==> config.mk <==
export PLATFORM = sky130hd
export DESIGN_NAME = sfr_bank
export DESIGN_NICKNAME = d
export VERILOG_FILES = /design/src/core/sfr_pkg.sv /design/src/core/startup_timer.sv /design/src/core/sfr_bank.sv
export SDC_FILE = /design/constraint.sdc
export NUM_CORES = 1
export LEC_CHECK = 0
export BUFFER_PORTS_ARGS = -buffer_cell sky130_fd_sc_hd__buf_2
export CAP_MARGIN = 25
export CORE_MARGIN = 8
export CORE_UTILIZATION = 28
export CTS_BUF_LIST = sky130_fd_sc_hd__clkbuf_4 sky130_fd_sc_hd__clkbuf_8 sky130_fd_sc_hd__clkbuf_16
export DETAILED_ROUTE_END_ITERATION = 12
export GPL_TIMING_DRIVEN = 0
export PLACE_DENSITY_LB_ADDON = 0.08
export SETUP_SLACK_MARGIN = 0.05
export SLEW_MARGIN = 25
export SYNTH_ARGS = -nofsm -noshare
export SYNTH_HDL_FRONTEND = slang
export SYNTH_SLANG_ARGS = --single-unit
==> constraint.sdc <==
create_clock -name clk_sys -period 5.55 [get_ports clk_sys]
set_input_delay 0.555 -clock clk_sys [delete_from_list [all_inputs] [get_ports clk_sys]]
set_output_delay 0.555 -clock clk_sys [all_outputs]
set_load 0.02 [all_outputs]
==> src/core/sfr_pkg.sv <==
/*
 * constants, field layout and carrier types of the special-function
 * register bank; assumes a 200 MHz system clock
 */
`default_nettype none
package sfr_pkg;
   // clock and start-up timing
   localparam int CLK_MHZ        = 200;
   localparam int OST_TIME_MS    = 18;
   localparam int OST_CYCLES_DEF = OST_TIME_MS * 1000 * CLK_MHZ;

   // bus geometry; word index = address[5:2]
   localparam int ADDR_W = 6;
   localparam int DATA_W = 32;
   localparam logic [3:0] IDX_STATUS = 4'h0;
   localparam logic [3:0] IDX_RAMPTR = 4'h1;
   localparam logic [3:0] IDX_IRQFLG = 4'h2;
   localparam logic [3:0] IDX_TCTL   = 4'h3;
   localparam logic [3:0] IDX_DIR5   = 4'h4;
   localparam logic [3:0] IDX_WAKE6  = 4'h7;
   localparam logic [3:0] IDX_WWCTL  = 4'h8;
   localparam logic [3:0] IDX_MASK   = 4'h9;
   localparam int NUM_DIR = 3;

   // cpu_status fields
   localparam int ST_CARRY = 0;
   localparam int ST_HALF  = 1;
   localparam int ST_ZERO  = 2;
   localparam int ST_PD    = 3;
   localparam int ST_TO    = 4;
   localparam int ST_PAGE  = 5;
   localparam logic [7:0] ST_WR_MASK   = 8'he7;
   localparam logic [7:0] ST_PAGE_MASK = 8'h60;
   localparam logic [7:0] ST_POR       = 8'h18;
   localparam int PAGE_LOG2 = 10;

   // ram_bank_pointer fields
   localparam int RAM_BANK = 6;
   localparam logic [7:0] RAM_BANK_MASK = 8'hc0;

   // irq_flags / irq_mask fields
   localparam int IRQ_TIMER = 0;
   localparam int IRQ_EXT   = 3;
   localparam logic [7:0] IRQ_IMPL = 8'h09;

   // timer_control fields
   localparam int TC_PULLUP_N = 7;
   localparam int TC_GIE      = 6;
   localparam int TC_SRC      = 5;
   localparam int TC_EDGE     = 4;
   localparam int TC_PSA      = 3;
   localparam int TC_RATIO    = 0;
   localparam logic [7:0] TCTL_RST = 8'hbf;

   // wakeup_watchdog_control fields
   localparam int WW_P7WAKE_N = 0;
   localparam int WW_ROPT     = 3;
   localparam int WW_SLEEP2   = 4;
   localparam int WW_WDOG     = 5;
   localparam int WW_ODRAIN   = 6;
   localparam logic [7:0] WW_IMPL = 8'h79;
   localparam logic [7:0] WW_RST  = 8'h31;

   localparam logic [7:0] ONES_RST = 8'hff;

   typedef struct packed {
      logic              read;
      logic              write;
      logic [ADDR_W-1:0] address;
      logic [DATA_W-1:0] writedata;
   } av_req_t;

   typedef struct packed {
      logic sleep_instruction;
      logic watchdog_clear_instruction;
      logic watchdog_timeout;
      logic irq_enable_instruction;
      logic irq_disable_instruction;
      logic irq_return_instruction;
      logic irq_taken;
      logic alu_flags_we;
      logic alu_zero;
      logic alu_half_carry;
      logic alu_carry;
      logic timer_overflow;
   } core_evt_t;

   typedef struct packed {
      logic       timer_source_select;
      logic       timer_edge_select;
      logic       prescaler_assign;
      logic [3:0] timer_ratio_log2;
      logic [3:0] watchdog_ratio_log2;
   } timer_cfg_t;

   typedef enum logic [1:0] {PWR_RUN, PWR_ASLEEP, PWR_WARMUP} pwr_state_t;
endpackage : sfr_pkg
`default_nettype wire

==> src/core/startup_timer.sv <==
/*
 * oscillator start-up delay counter: a start pulse holds busy for
 * CYCLES clocks; assumes start only comes while idle
 */
`timescale 1ns/1ps
`default_nettype none
module startup_timer #(
   parameter int unsigned CYCLES = 16
) (
   input  wire logic clk_sys,
   input  wire logic reset,
   input  wire logic start,
   output var  logic busy
);
   localparam int CW = $clog2(CYCLES + 1);

   logic [CW-1:0] cnt_q;

   // a zero-length delay would never show busy
   if (CYCLES < 1) begin : g_chk
      $error("startup_timer: CYCLES must be at least 1");
   end

   // load on start, count down to zero
   always_ff @(posedge clk_sys) begin
      if (reset) begin
         cnt_q <= '0;
      end else if (start) begin
         cnt_q <= CW'(CYCLES);
      end else if (cnt_q != '0) begin
         cnt_q <= cnt_q - CW'(1);
      end
   end

   assign busy = (cnt_q != '0);
endmodule : startup_timer
`default_nettype wire

==> src/core/sfr_bank.sv <==
/*
 * special-function register bank of an 8-bit controller core:
 * status, page select, ram pointer, interrupt flags and mask,
 * timer control, port direction and wake-up / watchdog control.
 * assumes an avalon-mm master on clk_sys, core event pulses one
 * cycle wide and pin inputs already synchronous to clk_sys.
 */
// Operation
// - page bits pick 1k-word program page
// - returns never alter page select bits
// - timeout bit: set sleep/clear/power-up, cleared timeout
// - power-down bit: set power-on/clear, cleared sleep
// - zero, half carry, carry flags in status
// - pointer bits 7-6 select ram bank
// - pointer bits 5-0 give indirect address
// - external pin falling edge sets sticky flag
// - timer overflow sets sticky flag
// - software only clears flags; unused bits zero
// - flag read returns flags and mask
// - bit 7 low enables port pull-ups
// - bit 6 global enable, instructions and taking
// - timer source and edge select bits
// - bit 3 gives prescaler to watchdog
// - ratio field doubles timer and watchdog rates
// - direction bit 0 output, 1 high impedance
// - wake enables are active low, per pin on port 6, one bit for both port 7 pins
// - bit 6 makes port 7 high pins open-drain
// - watchdog enable obeys bit only if fuse 0
// - sleep-2 stops oscillator; wake waits start-up
// - mask bits enable external and timer flags
// - reset sets control ones except global enable and wake/watchdog bits 3 and 6
`timescale 1ns/1ps
`default_nettype none
module sfr_bank
   import sfr_pkg::*;
#(
   parameter int unsigned OST_CYCLES = OST_CYCLES_DEF
) (
   input  wire logic              clk_sys,
   input  wire logic              reset,
   input  wire logic              power_on_flag,
   input  wire av_req_t           av,
   output var  logic [DATA_W-1:0] readdata,
   output var  logic              waitrequest,
   input  wire core_evt_t         evt,
   input  wire logic              ext_irq_pin,
   input  wire logic [7:0]        port6_pins,
   input  wire logic [1:0]        port7_wake_pins,
   input  wire logic              fuse_watchdog_option,
   output var  logic [11:0]       prog_page_base,
   output var  logic [1:0]        ram_bank,
   output var  logic [5:0]        indirect_addr,
   output var  timer_cfg_t        timer_cfg,
   output var  logic              pullup_enable_n,
   output var  logic [7:0]        port5_dir,
   output var  logic [7:0]        port6_dir,
   output var  logic [7:0]        port7_dir,
   output var  logic [7:0]        port6_wake_enable_n,
   output var  logic              port7_wake_enable_n,
   output var  logic              open_drain_enable,
   output var  logic              resistor_option_enable,
   output var  logic              watchdog_active,
   output var  logic              irq_request,
   output var  logic              osc_enable,
   output var  logic              core_hold
);
   logic [7:0] status_q;
   logic [7:0] ramptr_q;
   logic [7:0] flags_q;
   logic [7:0] mask_q;
   logic [7:0] tctl_q;
   logic [7:0] dir_q [NUM_DIR];
   logic [7:0] wake6_q;
   logic [7:0] ww_q;
   logic       ack_q;
   logic       ext_pin_q;
   logic [7:0] rd_byte;
   logic [3:0] idx;
   logic       wr_en;
   logic       ext_fall;
   logic       wake_hit;
   logic       ost_start;
   logic       ost_busy;
   pwr_state_t pwr_q;
   logic [7:0] flag_set;

   // bus handshake: every access waits exactly one cycle
   assign idx         = av.address[5:2];
   assign waitrequest = (av.read | av.write) & ~ack_q;
   assign wr_en       = av.write & ack_q;

   always_ff @(posedge clk_sys) begin
      if (reset) begin
         ack_q <= 1'b0;
      end else begin
         ack_q <= (av.read | av.write) & ~ack_q;
      end
   end

   always_comb begin
      rd_byte = 8'h00;
      unique case (idx)
         IDX_STATUS: rd_byte = status_q;
         IDX_RAMPTR: rd_byte = ramptr_q;
         IDX_IRQFLG: rd_byte = flags_q & mask_q & IRQ_IMPL;
         IDX_TCTL:   rd_byte = tctl_q;
         IDX_WAKE6:  rd_byte = wake6_q;
         IDX_WWCTL:  rd_byte = ww_q & WW_IMPL;
         IDX_MASK:   rd_byte = mask_q & IRQ_IMPL;
         default: begin
            if (idx >= IDX_DIR5 && idx < IDX_DIR5 + 4'(NUM_DIR)) begin
               rd_byte = dir_q[2'(idx - IDX_DIR5)];
            end
         end
      endcase
   end

   // read data captured while waitrequest is high, stands after
   always_ff @(posedge clk_sys) begin
      if (reset) begin
         readdata <= '0;
      end else if (av.read & ~ack_q) begin
         readdata <= {{(DATA_W - 8){1'b0}}, rd_byte};
      end
   end

   // status: page bits survive non-power-on resets
   always_ff @(posedge clk_sys) begin
      if (reset) begin
         if (power_on_flag) begin
            status_q <= ST_POR;
         end
         if (evt.watchdog_timeout) begin
            status_q[ST_TO] <= 1'b0;
         end
      end else begin
         if (wr_en && idx == IDX_STATUS) begin
            status_q <= (status_q & ~ST_WR_MASK) | (av.writedata[7:0] & ST_WR_MASK);
         end
         if (evt.alu_flags_we) begin
            status_q[ST_ZERO]  <= evt.alu_zero;
            status_q[ST_HALF]  <= evt.alu_half_carry;
            status_q[ST_CARRY] <= evt.alu_carry;
         end
         if (evt.sleep_instruction | evt.watchdog_clear_instruction) begin
            status_q[ST_TO] <= 1'b1;
         end
         if (evt.watchdog_timeout) begin
            status_q[ST_TO] <= 1'b0;
         end
         if (evt.watchdog_clear_instruction) begin
            status_q[ST_PD] <= 1'b1;
         end else if (evt.sleep_instruction) begin
            status_q[ST_PD] <= 1'b0;
         end
      end
   end

   assign prog_page_base = {status_q[ST_PAGE+1:ST_PAGE], {PAGE_LOG2{1'b0}}};

   // ram pointer; only power-on clears the bank bits
   always_ff @(posedge clk_sys) begin
      if (reset) begin
         if (power_on_flag) begin
            ramptr_q <= ramptr_q & ~RAM_BANK_MASK;
         end
      end else if (wr_en && idx == IDX_RAMPTR) begin
         ramptr_q <= av.writedata[7:0];
      end
   end

   assign ram_bank      = ramptr_q[RAM_BANK+1:RAM_BANK];
   assign indirect_addr = ramptr_q[5:0];

   // inputs are synchronous, one stage is enough for edges
   always_ff @(posedge clk_sys) begin
      if (reset) begin
         ext_pin_q <= 1'b1;
      end else begin
         ext_pin_q <= ext_irq_pin;
      end
   end

   // falling edge of the external pin
   assign ext_fall = ext_pin_q & ~ext_irq_pin;

   always_comb begin
      flag_set            = 8'h00;
      flag_set[IRQ_EXT]   = ext_fall;
      flag_set[IRQ_TIMER] = evt.timer_overflow;
   end

   // writes only clear, a same-cycle event wins
   always_ff @(posedge clk_sys) begin
      if (reset) begin
         flags_q <= 8'h00;
      end else if (wr_en && idx == IDX_IRQFLG) begin
         flags_q <= (flags_q & av.writedata[7:0] & IRQ_IMPL) | flag_set;
      end else begin
         flags_q <= flags_q | flag_set;
      end
   end

   always_ff @(posedge clk_sys) begin
      if (reset) begin
         mask_q <= 8'h00;
      end else if (wr_en && idx == IDX_MASK) begin
         mask_q <= av.writedata[7:0] & IRQ_IMPL;
      end
   end

   // global enable: clearing wins over setting
   always_ff @(posedge clk_sys) begin
      if (reset) begin
         tctl_q <= TCTL_RST;
      end else begin
         if (wr_en && idx == IDX_TCTL) begin
            tctl_q <= av.writedata[7:0];
         end
         if (evt.irq_disable_instruction | evt.irq_taken) begin
            tctl_q[TC_GIE] <= 1'b0;
         end else if (evt.irq_enable_instruction | evt.irq_return_instruction) begin
            tctl_q[TC_GIE] <= 1'b1;
         end
      end
   end

   assign pullup_enable_n = tctl_q[TC_PULLUP_N];

   always_comb begin
      timer_cfg.timer_source_select = tctl_q[TC_SRC];
      timer_cfg.timer_edge_select   = tctl_q[TC_EDGE];
      timer_cfg.prescaler_assign    = tctl_q[TC_PSA];
      timer_cfg.timer_ratio_log2    = {1'b0, tctl_q[TC_RATIO+2:TC_RATIO]} + 4'h1;
      timer_cfg.watchdog_ratio_log2 = {1'b0, tctl_q[TC_RATIO+2:TC_RATIO]};
   end

   // one direction register per port, all input at reset
   for (genvar p = 0; p < NUM_DIR; p++) begin : g_dir
      always_ff @(posedge clk_sys) begin
         if (reset) begin
            dir_q[p] <= ONES_RST;
         end else if (wr_en && idx == IDX_DIR5 + 4'(p)) begin
            dir_q[p] <= av.writedata[7:0];
         end
      end
   end

   assign port5_dir = dir_q[0];
   assign port6_dir = dir_q[1];
   assign port7_dir = dir_q[2];

   // port 6 wake enables, all disabled at reset
   always_ff @(posedge clk_sys) begin
      if (reset) begin
         wake6_q <= ONES_RST;
      end else if (wr_en && idx == IDX_WAKE6) begin
         wake6_q <= av.writedata[7:0];
      end
   end

   assign port6_wake_enable_n = wake6_q;
   assign port7_wake_enable_n = ww_q[WW_P7WAKE_N];

   // low pin with its enable low wakes the core
   assign wake_hit = (|(~port6_pins & ~wake6_q))
                   | (|(~port7_wake_pins & {2{~ww_q[WW_P7WAKE_N]}}));

   // hardware sets the sleep-2 bit on wake, over a write
   always_ff @(posedge clk_sys) begin
      if (reset) begin
         ww_q <= WW_RST;
      end else begin
         if (wr_en && idx == IDX_WWCTL) begin
            ww_q <= av.writedata[7:0] & WW_IMPL;
         end
         if (pwr_q == PWR_ASLEEP && wake_hit) begin
            ww_q[WW_SLEEP2] <= 1'b1;
         end
      end
   end

   // open-drain for port 7 high pins
   assign open_drain_enable      = ww_q[WW_ODRAIN];
   assign resistor_option_enable = ww_q[WW_ROPT];
   // fuse set keeps the watchdog off
   assign watchdog_active = ~fuse_watchdog_option & ww_q[WW_WDOG];

   always_ff @(posedge clk_sys) begin
      if (reset) begin
         pwr_q <= PWR_RUN;
      end else begin
         unique case (pwr_q)
            PWR_RUN: begin
               if (!ww_q[WW_SLEEP2]) begin
                  pwr_q <= PWR_ASLEEP;
               end
            end
            PWR_ASLEEP: begin
               if (wake_hit) begin
                  pwr_q <= PWR_WARMUP;
               end
            end
            PWR_WARMUP: begin
               if (!ost_busy && !ost_start) begin
                  pwr_q <= PWR_RUN;
               end
            end
         endcase
      end
   end

   assign ost_start  = (pwr_q == PWR_ASLEEP) && wake_hit;
   assign osc_enable = (pwr_q != PWR_ASLEEP);
   // core may not execute until the oscillator has settled
   assign core_hold  = (pwr_q != PWR_RUN);

   startup_timer #(
      .CYCLES (OST_CYCLES)
   ) u_ost (
      .clk_sys (clk_sys),
      .reset   (reset),
      .start   (ost_start),
      .busy    (ost_busy)
   );

   // request gated by flag, mask and global enable
   assign irq_request = (|(flags_q & mask_q & IRQ_IMPL)) & tctl_q[TC_GIE];
endmodule : sfr_bank
`default_nettype wire

==> Implementation_results.wiki <==
{| class="wikitable"
! Metric !! Value
|-
| Result of the run || completed
|-
| Initial core utilization || 0.2857
|-
| Layout net count || 753
|-
| Multi-input combinational cell area || 0.002451 sq mm
|-
| Total leakage power || 2.517 nW
|-
| DRC violation count after routing || 0
|-
| Slew Limit Headroom || 0.2766
|-
| Die area || 0.02299 sq mm
|-
| Number of enable flip-flop cells after synthesis || 40
|-
| Highest ir drop seen on vdd || 0.0002148 V
|-
| TritonCTS sink count || 99
|-
| Total wirelength of the detailed-routed design || 16,960 um
|-
| Finished layout cell area || 0.006447 sq mm
|-
| Width of the die || 151.6 um
|-
| Total clock buffers created by CTS || 9
|-
| Maximum fanout encountered on the critical timing path || 10
|-
| Number of standard cells in the layout, taps in and fillers out || 915
|-
| Reg2reg start || u_ost.cnt_q[0]$_SDFFE_PP0P_
|-
| Iteration-0 DRC count of the detailed router || 221
|-
| Worst R2R Path Depth || 7
|-
| Class of the tightest hold or removal check || in -> reg
|-
| Library cell used as clock root buffer || clkbuf_16
|-
| Total congestion overflow || 0
|-
| Synth Area per Inst || 9.717 sq um
|-
| Vias || 4,372
|-
| Met2 usage || 0.2464
|-
| Max-cap violations || 0
|-
| Endpoint arrival time on the critical path || 2.85 ns
|-
| Critical Path Max Stage Delay || 0.74 ns
|-
| Fin. max-slew vios || 0
|-
| Post-synthesis cell type with the largest combined area || edfxtp_1
|-
| Clock-pin slew on the worst setup and hold paths || 0.07 ns
|-
| Number of iterations in the first detailed-routing pass || 4
|-
| IO Count || 171
|-
| Unrepaired setup endpoints after global routing || false
|-
| Flops & latches, synth || 99
|-
| Clock tree from TritonCTS || yes
|-
| Global routing's busiest layer || met2
|-
| Worst setup endpoint || ramptr_q[7]$_SDFFCE_PP0P_
|-
| Routed Antenna Nets || 0
|-
| IO Port Bufs || 105
|-
| Final-layout fill cell count || 1,902
|-
| Area taken by flip-flops and latches || 0.002382 sq mm
|-
| Least-Margin Pin Slew || 1.076 ns
|-
| Vert. Die Dim || 151.6 um
|-
| Total half-perimeter wirelength after legalization and detailed placement || 13,360 um
|-
| Detail-routed net length per standard cell || 18.54 um
|-
| Synthesis-to-finish area growth || 25.19%
|-
| Worst-Skew Late Latency || 0.36 ns
|-
| Reg-to-Reg End || pwr_q[0]$_SDFFE_PP0P_
|-
| Top cell type's share of synthesized area || 0.2332
|-
| Buffers inserted by post-CTS timing repair || 0
|-
| CP max stage cell || nor3_1
|-
| Antenna violations before repair || 2
|-
| Chain of cells forming the critical path || buf_2 -> clkbuf_1 -> nand2b_1 -> nor3_1 -> nor3b_2 -> a21o_1
|-
| Portion of the post-synthesis area used by sequential elements || 0.4626
|-
| Final Hold Fails || 0
|-
| Area of the core || 0.01802 sq mm
|-
| Launching instance or port of the critical path || av[35]
|-
| Worst-case clock skew || 0.01333 ns
|-
| Via count of the first global-routing pass || 4,065
|-
| Cell with the most instances after synthesis || dfxtp_1
|-
| Nature of the critical path endpoint || register
|-
| Share of the cycle needed by the critical path after routing || 0.5005
|-
| Worst Hold Margin || 0.3549 ns
|-
| Post-CTS sizing || 0
|-
| Mapped cell area || 0.005150 sq mm
|-
| Final core utilization || 0.3577
|-
| Max Clock Freq || 360.0 MHz
|-
| Count of cell types in the netlist || 58
|-
| Count of placed standard cells including taps || 899
|-
| Largest net degree at the start of global routing || 19
|-
| Kind of launch point of the worst setup path || primary input
|-
| Required time reported for the critical path endpoint || 5.62 ns
|-
| Clock buffer depth || 2
|-
| Worst setup margin || 2.772 ns
|-
| Worst-case register-to-register setup slack || 3.33 ns
|-
| # diodes || 0
|-
| CTS Hold Buffers Added || 0
|-
| Wire length of the first global-routing pass || 24,560 um
|-
| Via density per instance || 4.778
|-
| Final period demand of the worst path || 2.778 ns
|-
| Cell family contributing the most delay on the critical path || simple AND/OR/NAND/NOR gates
|-
| Ranking of synthesized cells by instance count || dfxtp_1 (59), buf_4 (43), nor2_1 (43)
|-
| Type of the worst setup path || in -> reg
|-
| Logic depth of the worst setup path including buffers || 6
|-
| Total power divided by cell area || 358.3 mW/mm^2
|-
| Final setup fails || 0
|-
| Buffer and inverter count on the worst path || 2
|-
| Final TNS setup || 0 ns
|-
| DP Area || 0.006112 sq mm
|-
| Dominant register cell in the synthesized netlist || dfxtp_1
|-
| Met3 layer usage reported by global route || 0.03623
|-
| Layout cell share with drive strength beyond 1 || 0.2930
|-
| Yosys warns || 0
|-
| Share of flip-flops with an asynchronous set or reset || 0
|-
| Gp weighted congestion || 0.7993
|-
| Global routing met1 resource utilization || 0.1774
|-
| Leading post-synthesis cells by cell area || edfxtp_1 (23%), dfxtp_1 (23%), buf_4 (6.3%)
|-
| Cell count after synthesis || 530
|-
| # H-tree levels || 3
|-
| Final Power || 2.310 mW
|-
| Setup WS pre-CTS || 2.479 ns
|-
| Num rows || 49
|-
| GR Util All Layers || 0.1442
|}
-- registers in the layout (all words and copies together) (netlist names) --
register             count
readdata                 8
mask_q                   2
flags_q                  2
ext_pin_q                1
dir_q                   24
port6_wake_enable_n      8
u_ost.cnt_q             22
ack_q                    1
tctl_q                   8
ww_q                     5
ramptr_q                 8
status_q                 8
pwr_q                    2
-- kinds of logic after synthesis --
group                    Yosys count  synth area share
other                              1         0.0007282
buffers and inverters             79           0.09014
XOR/XNOR                          15           0.02551
multiplexers                      29           0.05782
AND/OR/NAND/NOR                  201            0.2199
flip-flops                        99            0.4626
AO/OA/AOI/OAI                    101            0.1312
adder cells (fa/ha/maj)            5           0.01215
-- worst min-delay path by stage --
stage	from	endpoint	slack, ns	depth (start not counted)
final	evt[5]	tctl_q[6]$_SDFFE_PP0P_	0.35	2
after global placement	ext_pin_q$_SDFF_PP1_	flags_q[3]$_SDFF_PP0_	0.44	2
after floorplan	ext_pin_q$_SDFF_PP1_	flags_q[3]$_SDFF_PP0_	0.43	2
after global routing	evt[5]	tctl_q[6]$_SDFFE_PP0P_	0.34	2
after CTS	evt[5]	tctl_q[6]$_SDFFE_PP0P_	0.34	2
after detailed placement	ext_pin_q$_SDFF_PP1_	flags_q[3]$_SDFF_PP0_	0.45	2
-- metal layers --
layer,vias up,wire length [um]
met5,-,23
met4,4,201
met3,16,1246
met2,125,8373
met1,2087,7113
li1,2140,-
-- final cells by class --
| class | count | share of cell area |
|---|---|---|
| multi-input cells | 386 | 0.3802 |
| inverters | 12 | 0.006986 |
| plain buffers | 67 | 0.06501 |
| clock buffers | 9 | 0.03493 |
| clock inverters | 7 | 0.01630 |
| well taps | 229 | 0.04444 |
| repair buffers | 106 | 0.08267 |
| flip-flops and latches | 99 | 0.3695 |
-- report_power, final --
part | switching [mW] | internal (mW)
clock network | 0.295 | 0.403
registers | 0.0800 | 0.822
logic | 0.422 | 0.287
-- worst reg2reg max path, cell delays in order, from the launching register on --
cell and delay [ns]:
dfxtp_1 0.35, inv_1 0.07, ha_1 0.30, nor3b_4 0.32, and3_4 0.28, nand2_4 0.09, a222oi_1 0.32, mux2_2 0.37
-- cells in the final DEF, fill, tap and decap left out, drive strengths merged, types with 5 or more instances in the layout --
cell and count:
a211o 8, o22ai 6, nand4 5, mux2 6
a21oi 17, ha 5, nor2b 18, nor4 10
nor2 43, o21ai 30, mux2i 23, buf 154
xor2 11, nand3 15, nand2b 29, nand2 39
edfxtp 40, conb 35, inv 16, nor3 18
or4 6, clkbuf 28, a22oi 5, dfxtp 59
No activity file was read; power rests on OpenSTA's default activity.
